## src/half_bridge_pkg.sv

```systemverilog
package half_bridge_pkg;

  localparam int unsigned NUM_CHANNELS      = 4;
  localparam int unsigned REF_CLK_MHZ       = 250;
  // overcurrent deglitch, as a least time in microseconds
  localparam int unsigned OCP_DEGLITCH_US   = 5;
  localparam int unsigned OCP_DEGLITCH_CYC  = OCP_DEGLITCH_US * REF_CLK_MHZ;
  // wake delay after leaving the low power state, in microseconds
  localparam int unsigned WAKE_DELAY_US     = 1000;
  localparam int unsigned WAKE_DELAY_CYC    = WAKE_DELAY_US * REF_CLK_MHZ;
  localparam int unsigned WAKE_CNT_W        = 18;
  localparam int unsigned OCP_CNT_W         = 11;

  typedef enum logic [1:0] {
    PWR_ASLEEP = 2'b00,
    PWR_WAKING = 2'b01,
    PWR_ACTIVE = 2'b11
  } power_state_e;

endpackage : half_bridge_pkg

```

## src/quad_half_bridge_control.sv

```systemverilog
`timescale 1ns/1ps
`default_nettype none

module quad_half_bridge_control
  import half_bridge_pkg::*;
#(
  parameter int unsigned WAKE_CYCLES = WAKE_DELAY_CYC
) (
  input  wire logic                                   i_ref_clk,
  input  wire logic                                   i_rst_b,
  input  wire logic                                   i_logic_reset_low,
  input  wire logic                                   i_low_power_request_low,
  input  wire logic [half_bridge_pkg::NUM_CHANNELS-1:0] i_channel_level_in,
  input  wire logic [half_bridge_pkg::NUM_CHANNELS-1:0] i_channel_drive_enable,
  input  wire logic [half_bridge_pkg::NUM_CHANNELS-1:0] i_current_limit,
  input  wire logic                                   i_thermal_shutdown,
  input  wire logic                                   i_supply_low_lockout,
  output logic [half_bridge_pkg::NUM_CHANNELS-1:0]    o_half_bridge_output,
  output logic [half_bridge_pkg::NUM_CHANNELS-1:0]    o_half_bridge_output_oe_b,
  output logic                                        o_fault_flag_low_out,
  output logic                                        o_fault_flag_low_oe_b,
  output logic                                        o_charge_pump_run,
  output logic                                        o_clocks_run
);
  import half_bridge_pkg::*;

  localparam int unsigned N = NUM_CHANNELS;

  // wake assertion needs 8 idle cycles, so shorter waits are refused
  if (WAKE_CYCLES < 8 || WAKE_CYCLES >= (1 << WAKE_CNT_W)) begin : g_bad_wake
    $error("WAKE_CYCLES out of range");
  end

  // two-flop synchronisers for every pin input
  logic [N-1:0] lvl_m, lvl_s, en_m, en_s, lim_m, lim_s;
  logic [2:0]   misc_m, misc_s;

  always_ff @(posedge i_ref_clk or negedge i_rst_b) begin
    if (!i_rst_b) begin
      lvl_m  <= '0;
      lvl_s  <= '0;
      en_m   <= '0;
      en_s   <= '0;
      lim_m  <= '0;
      lim_s  <= '0;
      misc_m <= 3'h0;
      misc_s <= 3'h0;
    end else begin
      lvl_m  <= i_channel_level_in;
      lvl_s  <= lvl_m;
      en_m   <= i_channel_drive_enable;
      en_s   <= en_m;
      lim_m  <= i_current_limit;
      lim_s  <= lim_m;
      misc_m <= {i_supply_low_lockout, i_thermal_shutdown,
                 i_low_power_request_low};
      misc_s <= misc_m;
    end
  end

  // reset and sleep pins are taken after sync; pulled low means asserted
  logic supply_low_lockout_act, tsd_act;
  wire   sleep_b   = misc_s[0];
  assign tsd_act   = misc_s[1];
  assign supply_low_lockout_act  = misc_s[2];

  // logic reset from the pin or from supply lockout
  logic rst_seen_m, rst_seen_s;
  always_ff @(posedge i_ref_clk or negedge i_rst_b) begin
    if (!i_rst_b) begin
      rst_seen_m <= 1'b0;
      rst_seen_s <= 1'b0;
    end else begin
      rst_seen_m <= i_logic_reset_low;
      rst_seen_s <= rst_seen_m;
    end
  end
  wire logic_clear = !rst_seen_s || supply_low_lockout_act;

  // power sequencing
  power_state_e             pwr, next_pwr;
  logic [WAKE_CNT_W-1:0]    wake_cnt, next_wake_cnt;
  wire wake_done = (wake_cnt == WAKE_CNT_W'(WAKE_CYCLES - 1));

  always_comb begin
    next_pwr      = pwr;
    next_wake_cnt = wake_cnt;
    case (pwr)
      PWR_ASLEEP: begin
        next_wake_cnt = '0;
        if (sleep_b) begin
          next_pwr = PWR_WAKING;
        end
      end
      PWR_WAKING: begin
        next_wake_cnt = wake_cnt + 1'b1;
        if (wake_done) begin
          next_pwr = PWR_ACTIVE;
        end
      end
      PWR_ACTIVE: next_wake_cnt = '0;
      default:    next_pwr = PWR_ASLEEP;
    endcase
    if (!sleep_b) begin
      next_pwr = PWR_ASLEEP;
    end
  end

  always_ff @(posedge i_ref_clk or negedge i_rst_b) begin
    if (!i_rst_b) begin
      pwr      <= PWR_ASLEEP;
      wake_cnt <= '0;
    end else begin
      pwr      <= next_pwr;
      wake_cnt <= next_wake_cnt;
    end
  end

  // synced sleep gates drive at once, not one cycle after the state drops
  wire awake = (pwr == PWR_ACTIVE) && sleep_b;
  // sleep gates drive and the deglitch count, but not the reset path or the fault flag, so overcurrent latches survive
  wire run   = awake && !logic_clear;

  // overcurrent deglitch per channel; limit must persist the full time
  logic [OCP_CNT_W-1:0] ocp_cnt [N];
  logic [N-1:0]         ocp_latch;

  always_ff @(posedge i_ref_clk or negedge i_rst_b) begin
    if (!i_rst_b) begin
      ocp_latch <= '0;
      for (int c = 0; c < N; c++) begin
        ocp_cnt[c] <= '0;
      end
    end else begin
      for (int c = 0; c < N; c++) begin
        if (logic_clear) begin
          ocp_cnt[c]   <= '0;
          ocp_latch[c] <= 1'b0;
        end else if (!run || !lim_s[c] || ocp_latch[c]) begin
          ocp_cnt[c] <= '0;
        end else if (ocp_cnt[c] == OCP_CNT_W'(OCP_DEGLITCH_CYC - 1)) begin
          ocp_latch[c] <= 1'b1;
        end else begin
          ocp_cnt[c] <= ocp_cnt[c] + 1'b1;
        end
      end
    end
  end

  // output stage
  wire          all_drive = run && !tsd_act;
  wire [N-1:0]  drive_ok  = en_s & ~ocp_latch & {N{all_drive}};
  wire          fault     = tsd_act || supply_low_lockout_act || (|ocp_latch);

  always_ff @(posedge i_ref_clk or negedge i_rst_b) begin
    if (!i_rst_b) begin
      o_half_bridge_output      <= '0;
      o_half_bridge_output_oe_b <= '1;
      o_fault_flag_low_oe_b     <= 1'b1;
      o_charge_pump_run         <= 1'b0;
      o_clocks_run              <= 1'b0;
    end else begin
      o_half_bridge_output      <= lvl_s & drive_ok;
      o_half_bridge_output_oe_b <= ~drive_ok;
      o_fault_flag_low_oe_b     <= !fault;
      o_charge_pump_run         <= sleep_b;
      o_clocks_run              <= sleep_b;
    end
  end

  assign o_fault_flag_low_out = 1'b0;
endmodule : quad_half_bridge_control

`default_nettype wire

```

## config.mk

```make
export PLATFORM = sky130hd
export DESIGN_NAME = quad_half_bridge_control
export DESIGN_NICKNAME = d
export VERILOG_FILES = /design/src/half_bridge_pkg.sv /design/src/quad_half_bridge_control.sv
export SDC_FILE = /design/constraint.sdc
export NUM_CORES = 1
export LEC_CHECK = 0
export ABC_CLOCK_PERIOD_IN_PS = 5000
export BUFFER_PORTS_ARGS = -buffer_cell sky130_fd_sc_hd__buf_2
export CELL_PAD_IN_SITES_DETAIL_PLACEMENT = 2
export CELL_PAD_IN_SITES_GLOBAL_PLACEMENT = 2
export CORE_MARGIN = 4
export CORE_UTILIZATION = 44
export CTS_BUF_LIST = sky130_fd_sc_hd__clkbuf_16
export DETAILED_ROUTE_END_ITERATION = 7
export PLACE_DENSITY_LB_ADDON = 0.1
export SKIP_CTS_REPAIR_TIMING = 1
export SLEW_MARGIN = 30
export SYNTH_ARGS = -nofsm -noshare
export SYNTH_HDL_FRONTEND = slang
export SYNTH_SLANG_ARGS = --single-unit
```

## constraint.sdc

```tcl
create_clock -name i_ref_clk -period 5 [get_ports i_ref_clk]
set_input_delay 0.25 -clock i_ref_clk [delete_from_list [all_inputs] [get_ports i_ref_clk]]
set_output_delay 0.25 -clock i_ref_clk [all_outputs]
set_load 0.05 [all_outputs]
```

# Word-level counts from Yosys, hierarchy flattened
# Index checks and enable logic that the tools add are counted.
[op_classes] eq_ne=17 bitwise_logic=5 n_reduce_logical=36 add_sub_neg=5 muxes=28
[ops] operator="$mux W11" n=12
[ops] operator="$add A11 B1 Y11 const B" n=4
[ops] operator="$eq A11 B11 Y1 const B" n=4
[ops] operator="$pmux W18 S2" n=1
[ops] operator="$add A18 B1 Y18 const B" n=1
[ops] operator="$eq A18 B18 Y1 const B" n=1
[ops] operator="$ne A3 B3 Y1 const B" n=5
[ops] operator="$and A4 B4 Y4" n=3
[ops] operator="$mux W1" n=12
[ops] operator="$logic_or A1 B1 Y1" n=11
[ops] operator="$ne A2 B2 Y1 const B" n=5
[ops] operator="$reduce_and A2 Y1" n=5
[ops] operator="$reduce_bool A2 Y1" n=5
[ops] operator="$logic_not A1 Y1" n=9
[ops] operator="$not A4 Y4" n=2
[ops] operator="$pmux W2 S3" n=1
[ops] operator="$mux W2" n=2
[ops] operator="$reduce_or A4 Y1" n=1
[ops] operator="$logic_and A1 B1 Y1" n=3
[ops] operator="$eq A2 B1 Y1 const B" n=1
[ops] operator="$eq A2 B2 Y1 const B" n=1
[ops] operator="$logic_not A2 Y1" n=1
[ops] operator="$reduce_or A2 Y1" n=1
[totals] inputBits=18 register_bits=110 out_inout_bits=12 wordCells=115

# Longest topological paths before layout
# Gate-level depths: netlist of the first run.
[depth] depth_word=9 depth_mapped=7 ltp_nobuf=6

# Worst setup path before layout of the first run
# Ideal clock, no wire load.
[synth_path] path_type="register -> register" startpoint="register pwr[0]" endpoint="register wake_cnt[8]" setup_time_ns=0.132 n_path_buf=0 required_time_ns=4.868 slack_ns=3.401 arrival_ns=1.467 synth_period_minus_slack_ns=1.599 stages_incl_launch_ff=7 cell_sequence="dfrtp_1 -> inv_1 -> ha_1 -> nand4b_1 -> or3_1 -> xor2_1 -> nor2_1"
[synth_via] elab_chain_cells=3 word_cells_on_any_way=6 cone_classes="eq/ne (2); mux (1); reduce/logical (3)"
[synth_rtl] element="start, declared" line="quad_half_bridge_control.sv:81" text="power_state_e pwr, next_pwr;"
[synth_rtl] element="start signal, assigned" line="quad_half_bridge_control.sv:114" text="pwr <= next_pwr;"
[synth_rtl] element="$eq A2 B2 Y1 or $logic_not A2 Y1 (tied branches)" line="quad_half_bridge_control.sv:88" text="case (pwr)"
[synth_rtl] element="$reduce_or A2 Y1 (no source line)"
[synth_rtl] element="$pmux W18 S2 or $reduce_bool A2 Y1 (tied branches)"
[synth_rtl] element="end signal, assigned" line="quad_half_bridge_control.sv:115" text="wake_cnt <= next_wake_cnt;"
[synth_rtl] element="end, declared" line="quad_half_bridge_control.sv:82" text="logic [WAKE_CNT_W-1:0] wake_cnt, next_wake_cnt;"
# Several ways; a longest one is shown, not always the timed one.
# A chain may end at the register's enable or synchronous reset.

# Worst setup path after layout of the first run
# Ends and elaborated chain as after synthesis.

==> results of run 1 <==
==> metrics by stage <==
| stage | area [um2] | power [mW] | setup WS (ns) | util (%) | hold WS, ns |
|---|---|---|---|---|---|
| CTS | 5270 | 1.73 | 2.71 | 50.8 | -0.0593 |
| global placement | 4970 | 0.992 | 2.97 | 47.9 | 0.324 |
| finish | 5420 | 1.72 | 2.95 | 52.3 | 0.0175 |
| global route | 5420 | 1.80 | 2.81 | 52.3 | -0.00175 |
| detailed placement | 4970 | 0.997 | 2.80 | 47.9 | 0.330 |
| floorplan | 4710 | 0.959 | 3.40 | - | -0.0456 |
==> synth_stat cells, types with 4 or more instances <==
library cell    n  area, um2
nor4bb_1        4       40.0
nand3b_1        5       37.5
a211oi_1        4       30.0
dfstp_2         5        131
inv_1          15       56.3
nand2b_1        4       25.0
and3_1          4       25.0
or3b_1          5       43.8
nand3_1        23        115
nand2_1        21       78.8
buf_4           4       30.0
xor2_1         23        201
dfrtp_1       105       2630
or3_1           6       37.5
o21ba_2         4       40.0
a21oi_1         9       45.0
nor3_1         16       80.1
and4_1          5       43.8
xnor2_1        23        201
ha_1           13        163
nand4_1        13       81.3
nor2_1         65        244
o21ai_0        10       50.1
==> critical path, stage by stage, from the launching register on <==
cell	delay, ns
dfrtp_1	0.43
inv_1	0.09
ha_1	0.38
nand4b_1	0.39
or3_1	0.40
xor2_1	0.16
nor2_1	0.06
==> path summary, 6_finish.rpt <==
kind	from	to	slack, ns
max	pwr[0]$_DFFE_PN0P_	wake_cnt[8]$_DFFE_PN0P_	2.95
min	i_logic_reset_low	rst_seen_m$_DFF_PN0_	0.02
max reg2reg	pwr[0]$_DFFE_PN0P_	wake_cnt[8]$_DFFE_PN0P_	2.95
min reg2reg	misc_m[2]$_DFF_PN0_	misc_s[2]$_DFF_PN0_	0.35
max in group asynchronous	i_rst_b	pwr[1]$_DFFE_PN0P_	3.31
min in group asynchronous	i_rst_b	ocp_cnt[30]$_DFFE_PN0P_	0.47
==> area by class of cell <==
type / instances / area [um2] / area share (%)
multi-input cells: 283 / 1840 / 33.9
clock inverters: 7 / 73.8 / 1.36
clock buffers: 9 / 225 / 4.15
repair buffers: 44 / 300 / 5.54
flip-flops and latches: 110 / 2760 / 50.9
inverters: 15 / 56.3 / 1.04
well taps: 136 / 170 / 3.14
==> flip-flops by register name, summed over array words and instances, names as in the netlist, 2 cells and up <==
register,cells
ocp_latch,4
o_half_bridge_output_oe_b,4
misc_s,3
lvl_s,4
o_half_bridge_output,4
misc_m,3
lim_s,4
ocp_cnt,44
lvl_m,4
lim_m,4
en_m,4
pwr,2
en_s,4
wake_cnt,18
==> layer usage <==
metal  part of all wire, %  GRT usage, %
met5                     0             0
met4                  0.89          4.79
met3                   2.2          5.33
met2                    55          37.8
met1                    42          25.2
==> power by group <==
group          leakage (nW)  total [mW]  switching, mW  internal [mW]
sequential             1.44       0.920         0.0133          0.907
combinational         0.708      0.0684         0.0440         0.0244
clock                 0.146       0.729          0.339          0.391
==> cell families (layout without fill, tap and decap cells) <==
family,Yosys count,after routing
muxes,2,2
xor gates and xnor gates,46,46
buffers and inverters,24,75
DFF,110,110
and+or+nand+nor,189,189
adders and majority gates,13,13
AOI/OAI and AO/OA,32,32
other,1,1
==> results.py, run 1 <==
metrics = {
    "final_layout": {
        "num_antenna_cells": 0,
        "fin_nets": 494,
        "syn2layout_area_growth_pct": 15.0,
        "final_common_cell": "dfrtp_1",
        "drive_above_1_share_pct": 13.9,
        "stdcell_count": 604,
        "num-fill-cells": 1022,
        "layout_common_cells": "dfrtp_1 (105), nor2_1 (64), buf_2 (27)",
    },
    "synth": {
        "synth-compound-area-share_pct": 4.51,
        "synth-edff-count": 0,
        "synth_top_family_by_area": "simple AND/OR/NAND/NOR gates",
        "synth-simple-area-share_pct": 21.9,
        "syn_area_per_cell_um2": 11.3,
        "yosys.area_share.adder_pct": 3.45,
        "ys.flop_type": "dfrtp_1",
        "synth_xor_area_share_pct": 8.55,
        "synthesis.nets": 448,
        "syn_inst": 417,
        "postSynth.asyncResetShare_pct": 100,
        "seq_area_frac_synth_pct": 58.5,
        "yosysWarnings": 0,
        "ys_seq_elements": 110,
        "syn-cell-area_mm2": 0.00471,
        "yosys.cell_types.count": 44,
        "yosys-mux-area-fraction_pct": 0.451,
    },
    "route": {
        "antenna_left": 0,
        "drc": 0,
        "wl_per_cell_um": 20.4,
        "vias": 3248,
        "drt-pass1-iter-count": 4,
        "drt-total-wl_um": 12300,
        "initialDrtViolationCount": 139,
        "avgViaCountPerCell": 5.38,
    },
    "timing": {
        "setup_violations": 0,
        "finalCritPeriodShare_pct": 40.9,
        "max-slew-margin-rel_pct": 49.7,
        "setup-tns-final_ns": 0,
        "hold_violations": 0,
        "skew_ns": 0.0115,
        "post-route-min-period_ns": 2.05,
        "slew_violations": 0,
        "rsz0062_at_grt": "no",
        "worstMarginPinSlew_ns": 0.755,
        "fmax_mhz": 488,
    },
    "critical_path": {
        "critPathArrivalTime_ns": 2.27,
        "r2r_cells": 6,
        "cp-end-kind": "flip-flop",
        "worstPathMaxFanout": 15,
        "start_kind": "flip-flop",
        "cp.required_ns": 5.22,
        "crit_type": "flip-flop to flip-flop",
    },
    "die": {
        "dieArea_mm2": 0.0124,
        "die_y_um": 112,
        "rows": 37,
        "start_util_pct": 45.5,
        "ios": 30,
        "core_mm2": 0.0104,
        "die_w_um": 112,
    },
    "power_and_ir_drop": {
        "ir_drop_uv": 226,
        "p_leak_nw": 2.29,
        "p_per_area_mw_per_mm2": 317,
    },
    "clock_tree": {
        "numClockSinks": 110,
        "cts_buffers": 9,
        "clkLatencyLatePin_ns": 0.36,
        "root_buffer": "clkbuf_16",
        "clk_pin_slew_worst_paths_ns": 0.07,
        "cts_tree": "done",
        "cts_max_level": 3,
        "cts_max_path_buffers": 2,
    },
    "global_route": {
        "antenna_found_initial": 0,
        "grt_use_total_pct": 20.9,
        "grt_pass1_vias": 3757,
        "grt_start_max_net_pins": 60,
        "gr-total-overflow": 0,
        "grt_pass1_wl_um": 20500,
    },
    "placed_design": {
        "dp_cells": 573,
        "dpl.hpwl_um": 8080,
        "io_buffer_count": 28,
        "place_congestion": 0.752,
    },
    "outcome": {
        "status": "completed",
    },
    "flow_run": {
        "drv_cap": 0,
    },
    "hold_path": {
        "hold_path.class": "input port to flip-flop",
        "hold_path_depth": 1,
    },
}
No activity file was read; power rests on OpenSTA's default activity.
==> run 2: changes to the inputs <==
Settings changed: ABC_CLOCK_PERIOD_IN_PS 5000 to 1800, CORE_UTILIZATION 44 to 37.
Clock period 5 ns to 1.8 ns, I/O delays scaled along.
==> results.py, run 2 (same netlist as run 1, synthesis figures left out) <==
metrics = {
    "clock_tree": {
        "numClockSinks": 110,
        "root_buffer": "clkbuf_16",
        "cts_max_level": 3,
        "clkLatencyLatePin_ns": 0.35,
        "cts_tree": "done",
        "cts_buffers": 9,
        "cts_max_path_buffers": 2,
        "clk_pin_slew_worst_paths_ns": 0.08,
    },
    "die": {
        "core_mm2": 0.0123,
        "start_util_pct": 38.4,
        "die_y_um": 121,
        "ios": 30,
        "rows": 40,
        "dieArea_mm2": 0.0146,
        "die_w_um": 121,
    },
    "final_layout": {
        "largest_reg_flops": 44,
        "layout_common_cells": "dfrtp_1 (105), nor2_1 (65), buf_2 (27)",
        "largest_register": "ocp_cnt",
        "multi_input_area_mm2": 0.00184,
        "final_common_cell": "dfrtp_1",
        "syn2layout_area_growth_pct": 20.2,
        "largest_registers": "ocp_cnt (44), wake_cnt (18)",
        "fin_nets": 512,
        "stdcell_count": 654,
        "num_antenna_cells": 0,
        "seqCellArea_mm2": 0.00276,
        "drive_above_1_share_pct": 16.7,
        "num-fill-cells": 1243,
    },
    "critical_path": {
        "cp.required_ns": 2.07,
        "worstPathMaxFanout": 9,
        "path_cells": "ha_1, nand4b_2, or3b_1, buf_4, a211oi_1",
        "crit_slowest_cell": "or3b_1",
        "cp_num_cells": 5,
        "crit_type": "flip-flop to flip-flop",
        "max_stage_delay_ns": 0.45,
        "cp_top_family": "simple AND/OR/NAND/NOR gates",
        "critPathBufInv": 1,
        "startpoint": "pwr[1]$_DFFE_PN0P_",
        "endpoint": "ocp_cnt[34]$_DFFE_PN0P_",
        "critPathArrivalTime_ns": 1.97,
        "cp-end-kind": "flip-flop",
        "r2r_cells": 5,
        "r2r-end": "ocp_cnt[34]$_DFFE_PN0P_",
        "start_kind": "flip-flop",
        "r2r-start": "pwr[1]$_DFFE_PN0P_",
        "worst-r2r-setup-slack_ns": 0.1,
    },
    "global_route": {
        "gr-total-overflow": 0,
        "grt_use_total_pct": 15.8,
        "grt_pass1_wl_um": 18600,
        "grt_pass1_vias": 3744,
        "antenna_found_initial": 0,
        "grt_start_max_net_pins": 111,
    },
    "route": {
        "antenna_left": 0,
        "vias": 3258,
        "drt-total-wl_um": 10800,
        "wl_per_cell_um": 16.5,
        "initialDrtViolationCount": 160,
        "avgViaCountPerCell": 4.98,
        "drc": 0,
        "drt-pass1-iter-count": 4,
    },
    "power_and_ir_drop": {
        "p_leak_nw": 2.41,
        "ir_drop_uv": 657,
        "p_per_area_mw_per_mm2": 901,
    },
    "timing": {
        "post-route-min-period_ns": 1.70,
        "slew_violations": 0,
        "setup_violations": 0,
        "fmax_mhz": 588,
        "worstMarginPinSlew_ns": 0.593,
        "max-slew-margin-rel_pct": 60.5,
        "finalCritPeriodShare_pct": 94.5,
        "hold_violations": 0,
        "rsz0062_at_grt": "yes",
        "worst_slack_ns": 0.0998,
        "skew_ns": 0.00760,
    },
    "placed_design": {
        "io_buffer_count": 28,
        "place_congestion": 0.771,
        "pre_cts_ws_ns": 0.0486,
        "dpl.hpwl_um": 7360,
        "dp_cells": 618,
    },
    "outcome": {
        "status": "completed",
    },
    "flow_run": {
        "drv_cap": 0,
    },
    "hold_path": {
        "hold_path.class": "input port to async pin",
    },
}
run 2: worst min-delay path by stage:
stage,start,end,slack (ns),cells after the start
after floorplan,i_rst_b,en_m[0]$_DFF_PN0_,-0.21,0
after global placement,i_channel_level_in[0],lvl_m[0]$_DFF_PN0_,0.20,1
after detailed placement,i_low_power_request_low,misc_m[0]$_DFF_PN0_,0.20,1
after CTS,i_low_power_request_low,misc_m[0]$_DFF_PN0_,-0.18,1
after global routing,en_m[0]$_DFF_PN0_,en_s[0]$_DFF_PN0_,0.36,0
final,i_rst_b,ocp_cnt[26]$_DFFE_PN0P_,0.34,3
run 2: final cells by class:
class | count | area share [%]
Clock buffer | 9 | 3.97
Clock inverter | 7 | 2.23
Inverter | 15 | 0.993
Multi-Input combinational cell | 283 | 32.4
Sequential cell | 110 | 48.7
Tap cell | 168 | 3.71
Timing Repair Buffer | 62 | 7.99
run 2: per-stage QoR:
| stage | instance area [um2] | power [mW] | TNS, ns | hold slack (ns) | utilization, % |
|---|---|---|---|---|---|
| floorplan | 4710 | 2.66 | 0 | -0.206 | - |
| finish | 5670 | 5.11 | 0 | 0.342 | 46.2 |
| CTS | 5470 | 5.16 | 0 | -0.180 | 44.6 |
| global route | 5670 | 5.34 | -0.00887 | 0.360 | 46.2 |
| detailed placement | 5120 | 2.79 | 0 | 0.200 | 41.8 |
| global placement | 5120 | 2.78 | 0 | 0.199 | 41.8 |
run 2: where the power goes:
part,switching (mW),internal (mW)
clock,0.965,1.38
sequential,0.0230,2.52
combinational,0.133,0.0895
run 2: worst min-delay path, cell delays in order:
cell and delay (ns):
dlygate4sd3_1 0.53, buf_4 0.11, buf_12 0.42
run 2: per-layer routing:
layer / vias to the layer above / part of all wire (%) / track usage [%]
li1: 1553 / - / -
met1: 1672 / 43 / 18.9
met2: 24 / 54 / 28.4
met3: 9 / 2.4 / 4.24
met4: 0 / 1.1 / 3.61
met5: - / 0 / 0
==> run 3: changes to the inputs <==
Settings changed: CELL_PAD_IN_SITES_DETAIL_PLACEMENT 2 to 0, CELL_PAD_IN_SITES_GLOBAL_PLACEMENT 2 to 1, CORE_UTILIZATION 37 to 44.
==> results.py, run 3 (same netlist as run 1, synthesis figures left out) <==
metrics = {
    "final_layout": {
        "multi_input_area_mm2": 0.00184,
        "largest_registers": "ocp_cnt (44), wake_cnt (18)",
        "layout_common_cells": "dfrtp_1 (105), nor2_1 (65), buf_2 (27)",
        "syn2layout_area_growth_pct": 18.0,
        "seqCellArea_mm2": 0.00276,
        "largest_register": "ocp_cnt",
        "fin_nets": 510,
        "drive_above_1_share_pct": 16.3,
        "final_common_cell": "dfrtp_1",
        "num-fill-cells": 933,
        "largest_reg_flops": 44,
        "num_antenna_cells": 0,
    },
    "global_route": {
        "grt_pass1_vias": 3087,
        "use_met3_pct": 4.51,
        "grtUsageMet2_pct": 23.5,
        "antenna_found_initial": 0,
        "grt_use_met1_pct": 19.2,
        "gr-total-overflow": 0,
        "grt_use_total_pct": 14.6,
        "grt_pass1_wl_um": 14900,
        "grt_start_max_net_pins": 59,
        "busiest_layer": "met2",
    },
    "route": {
        "wl_per_cell_um": 13.6,
        "drt-pass1-iter-count": 5,
        "drc": 0,
        "drt-total-wl_um": 8410,
        "antenna_left": 0,
        "avgViaCountPerCell": 5.04,
        "initialDrtViolationCount": 192,
        "vias": 3122,
    },
    "clock_tree": {
        "numClockSinks": 110,
        "clkLatencyLatePin_ns": 0.34,
        "clk_pin_slew_worst_paths_ns": 0.07,
        "root_buffer": "clkbuf_16",
        "cts_max_level": 3,
        "cts_tree": "done",
        "cts_buffers": 9,
        "cts_max_path_buffers": 2,
    },
    "die": {
        "rows": 37,
        "dieArea_mm2": 0.0124,
        "die_w_um": 112,
        "core_mm2": 0.0104,
        "ios": 30,
        "start_util_pct": 45.5,
        "die_y_um": 112,
    },
    "timing": {
        "worst_slack_ns": 0.121,
        "post-route-min-period_ns": 1.68,
        "hold_violations": 0,
        "rsz0062_at_grt": "no",
        "setup-tns-final_ns": 0,
        "slew_violations": 0,
        "finalCritPeriodShare_pct": 93.3,
        "skew_ns": 0.00544,
        "setup_violations": 0,
        "fmax_mhz": 596,
        "holdWs_ns": 0.218,
    },
    "power_and_ir_drop": {
        "swShare_pct": 22.1,
        "p_per_area_mw_per_mm2": 855,
        "finalPower_mw": 4.76,
        "seqPwrFrac_pct": 53.4,
        "power_frac_comb_pct": 4.4,
        "p_switching_mw": 1.05,
        "p_int_mw": 3.71,
        "ir_drop_uv": 568,
        "p_leak_nw": 2.38,
        "pwr-share-clk_pct": 42.2,
    },
    "placed_design": {
        "dpl.hpwl_um": 5760,
        "pre_cts_ws_ns": 0.0796,
        "place_congestion": 0.756,
        "io_buffer_count": 28,
    },
    "critical_path": {
        "worstPathMaxFanout": 14,
        "path_cells": "inv_1, ha_1, buf_4, nor3_1, a21oi_1, a31o_2",
        "r2r-start": "pwr[0]$_DFFE_PN0P_",
        "startpoint": "pwr[0]$_DFFE_PN0P_",
        "r2r_cells": 6,
        "cp-end-kind": "flip-flop",
        "critPathArrivalTime_ns": 1.91,
        "start_kind": "flip-flop",
        "worst-r2r-setup-slack_ns": 0.12,
        "cp.required_ns": 2.04,
        "max_stage_delay_ns": 0.40,
        "endpoint": "wake_cnt[13]$_DFFE_PN0P_",
        "crit_type": "flip-flop to flip-flop",
        "crit_slowest_cell": "dfrtp_1",
        "r2r-end": "wake_cnt[13]$_DFFE_PN0P_",
    },
    "outcome": {
        "status": "completed",
    },
    "hold_path": {
        "hold_path.class": "input port to async pin",
    },
    "flow_run": {
        "drv_cap": 0,
    },
}
## run 3: changes by cell type in the layout (fill, tap and decap cells not counted)
cell	change
buf_4	-2
bufinv_16	-2
clkinv_2	+1
clkinv_4	+1
nor3_1	+1
nor3_2	-1
or3b_1	-1
or3b_4	+1
## run 3: worst min path at each step
stage	end	slack (ns)
after global placement	ocp_cnt[5]$_DFFE_PN0P_	0.06
after floorplan	en_m[0]$_DFF_PN0_	-0.21
after detailed placement	ocp_cnt[5]$_DFFE_PN0P_	0.06
final	ocp_cnt[5]$_DFFE_PN0P_	0.22
after global routing	ocp_cnt[5]$_DFFE_PN0P_	0.26
after CTS	ocp_cnt[5]$_DFFE_PN0P_	-0.32
## run 3: power groups by stage
| stage | clock, mW | combinational, mW | sequential (mW) |
|---|---|---|---|
| after floorplan | 0 | 0.0678 | 2.60 |
| after global placement | 0 | 0.185 | 2.59 |
| after detailed placement | 0 | 0.188 | 2.59 |
| after CTS | 2.10 | 0.188 | 2.54 |
| after global routing | 2.20 | 0.244 | 2.55 |
| final | 2.01 | 0.210 | 2.54 |
## run 3: metal layers
metal  wire length, um  up-vias
li1                  -     1549
met1              3880     1534
met2              4140       31
met3               252        8
met4               128        0
met5                 0        -
## run 3: layout make-up
cell class / instances / share of cell area [%]
sequential: 110 / 49.6
multi-input combinational: 283 / 33.0
timing repair buffer: 60 / 7.87
clock buffer: 9 / 4.05
tap: 136 / 3.06
clock inverter: 7 / 1.44
inverter: 15 / 1.01
## run 3: critical path, delay by kind of cell (launching register included)
| kind | cells | cell delay, ns |
|---|---|---|
| buffers and inverters | 2 | 0.26 |
| adders and majority gates | 1 | 0.21 |
| AOI/OAI and AO/OA | 2 | 0.34 |
| and+or+nand+nor | 1 | 0.35 |
| DFF | 1 | 0.40 |
## run 3: through the flow
step / cell area, um2 / cells / util (%)
after floorplan: 4710 / 417 / -
after global placement: 5080 / 586 / 49.0
after detailed placement: 5080 / 586 / 49.0
after CTS: 5390 / 602 / 51.9
after global routing: 5570 / 620 / 53.7
final: 5570 / 620 / 53.7
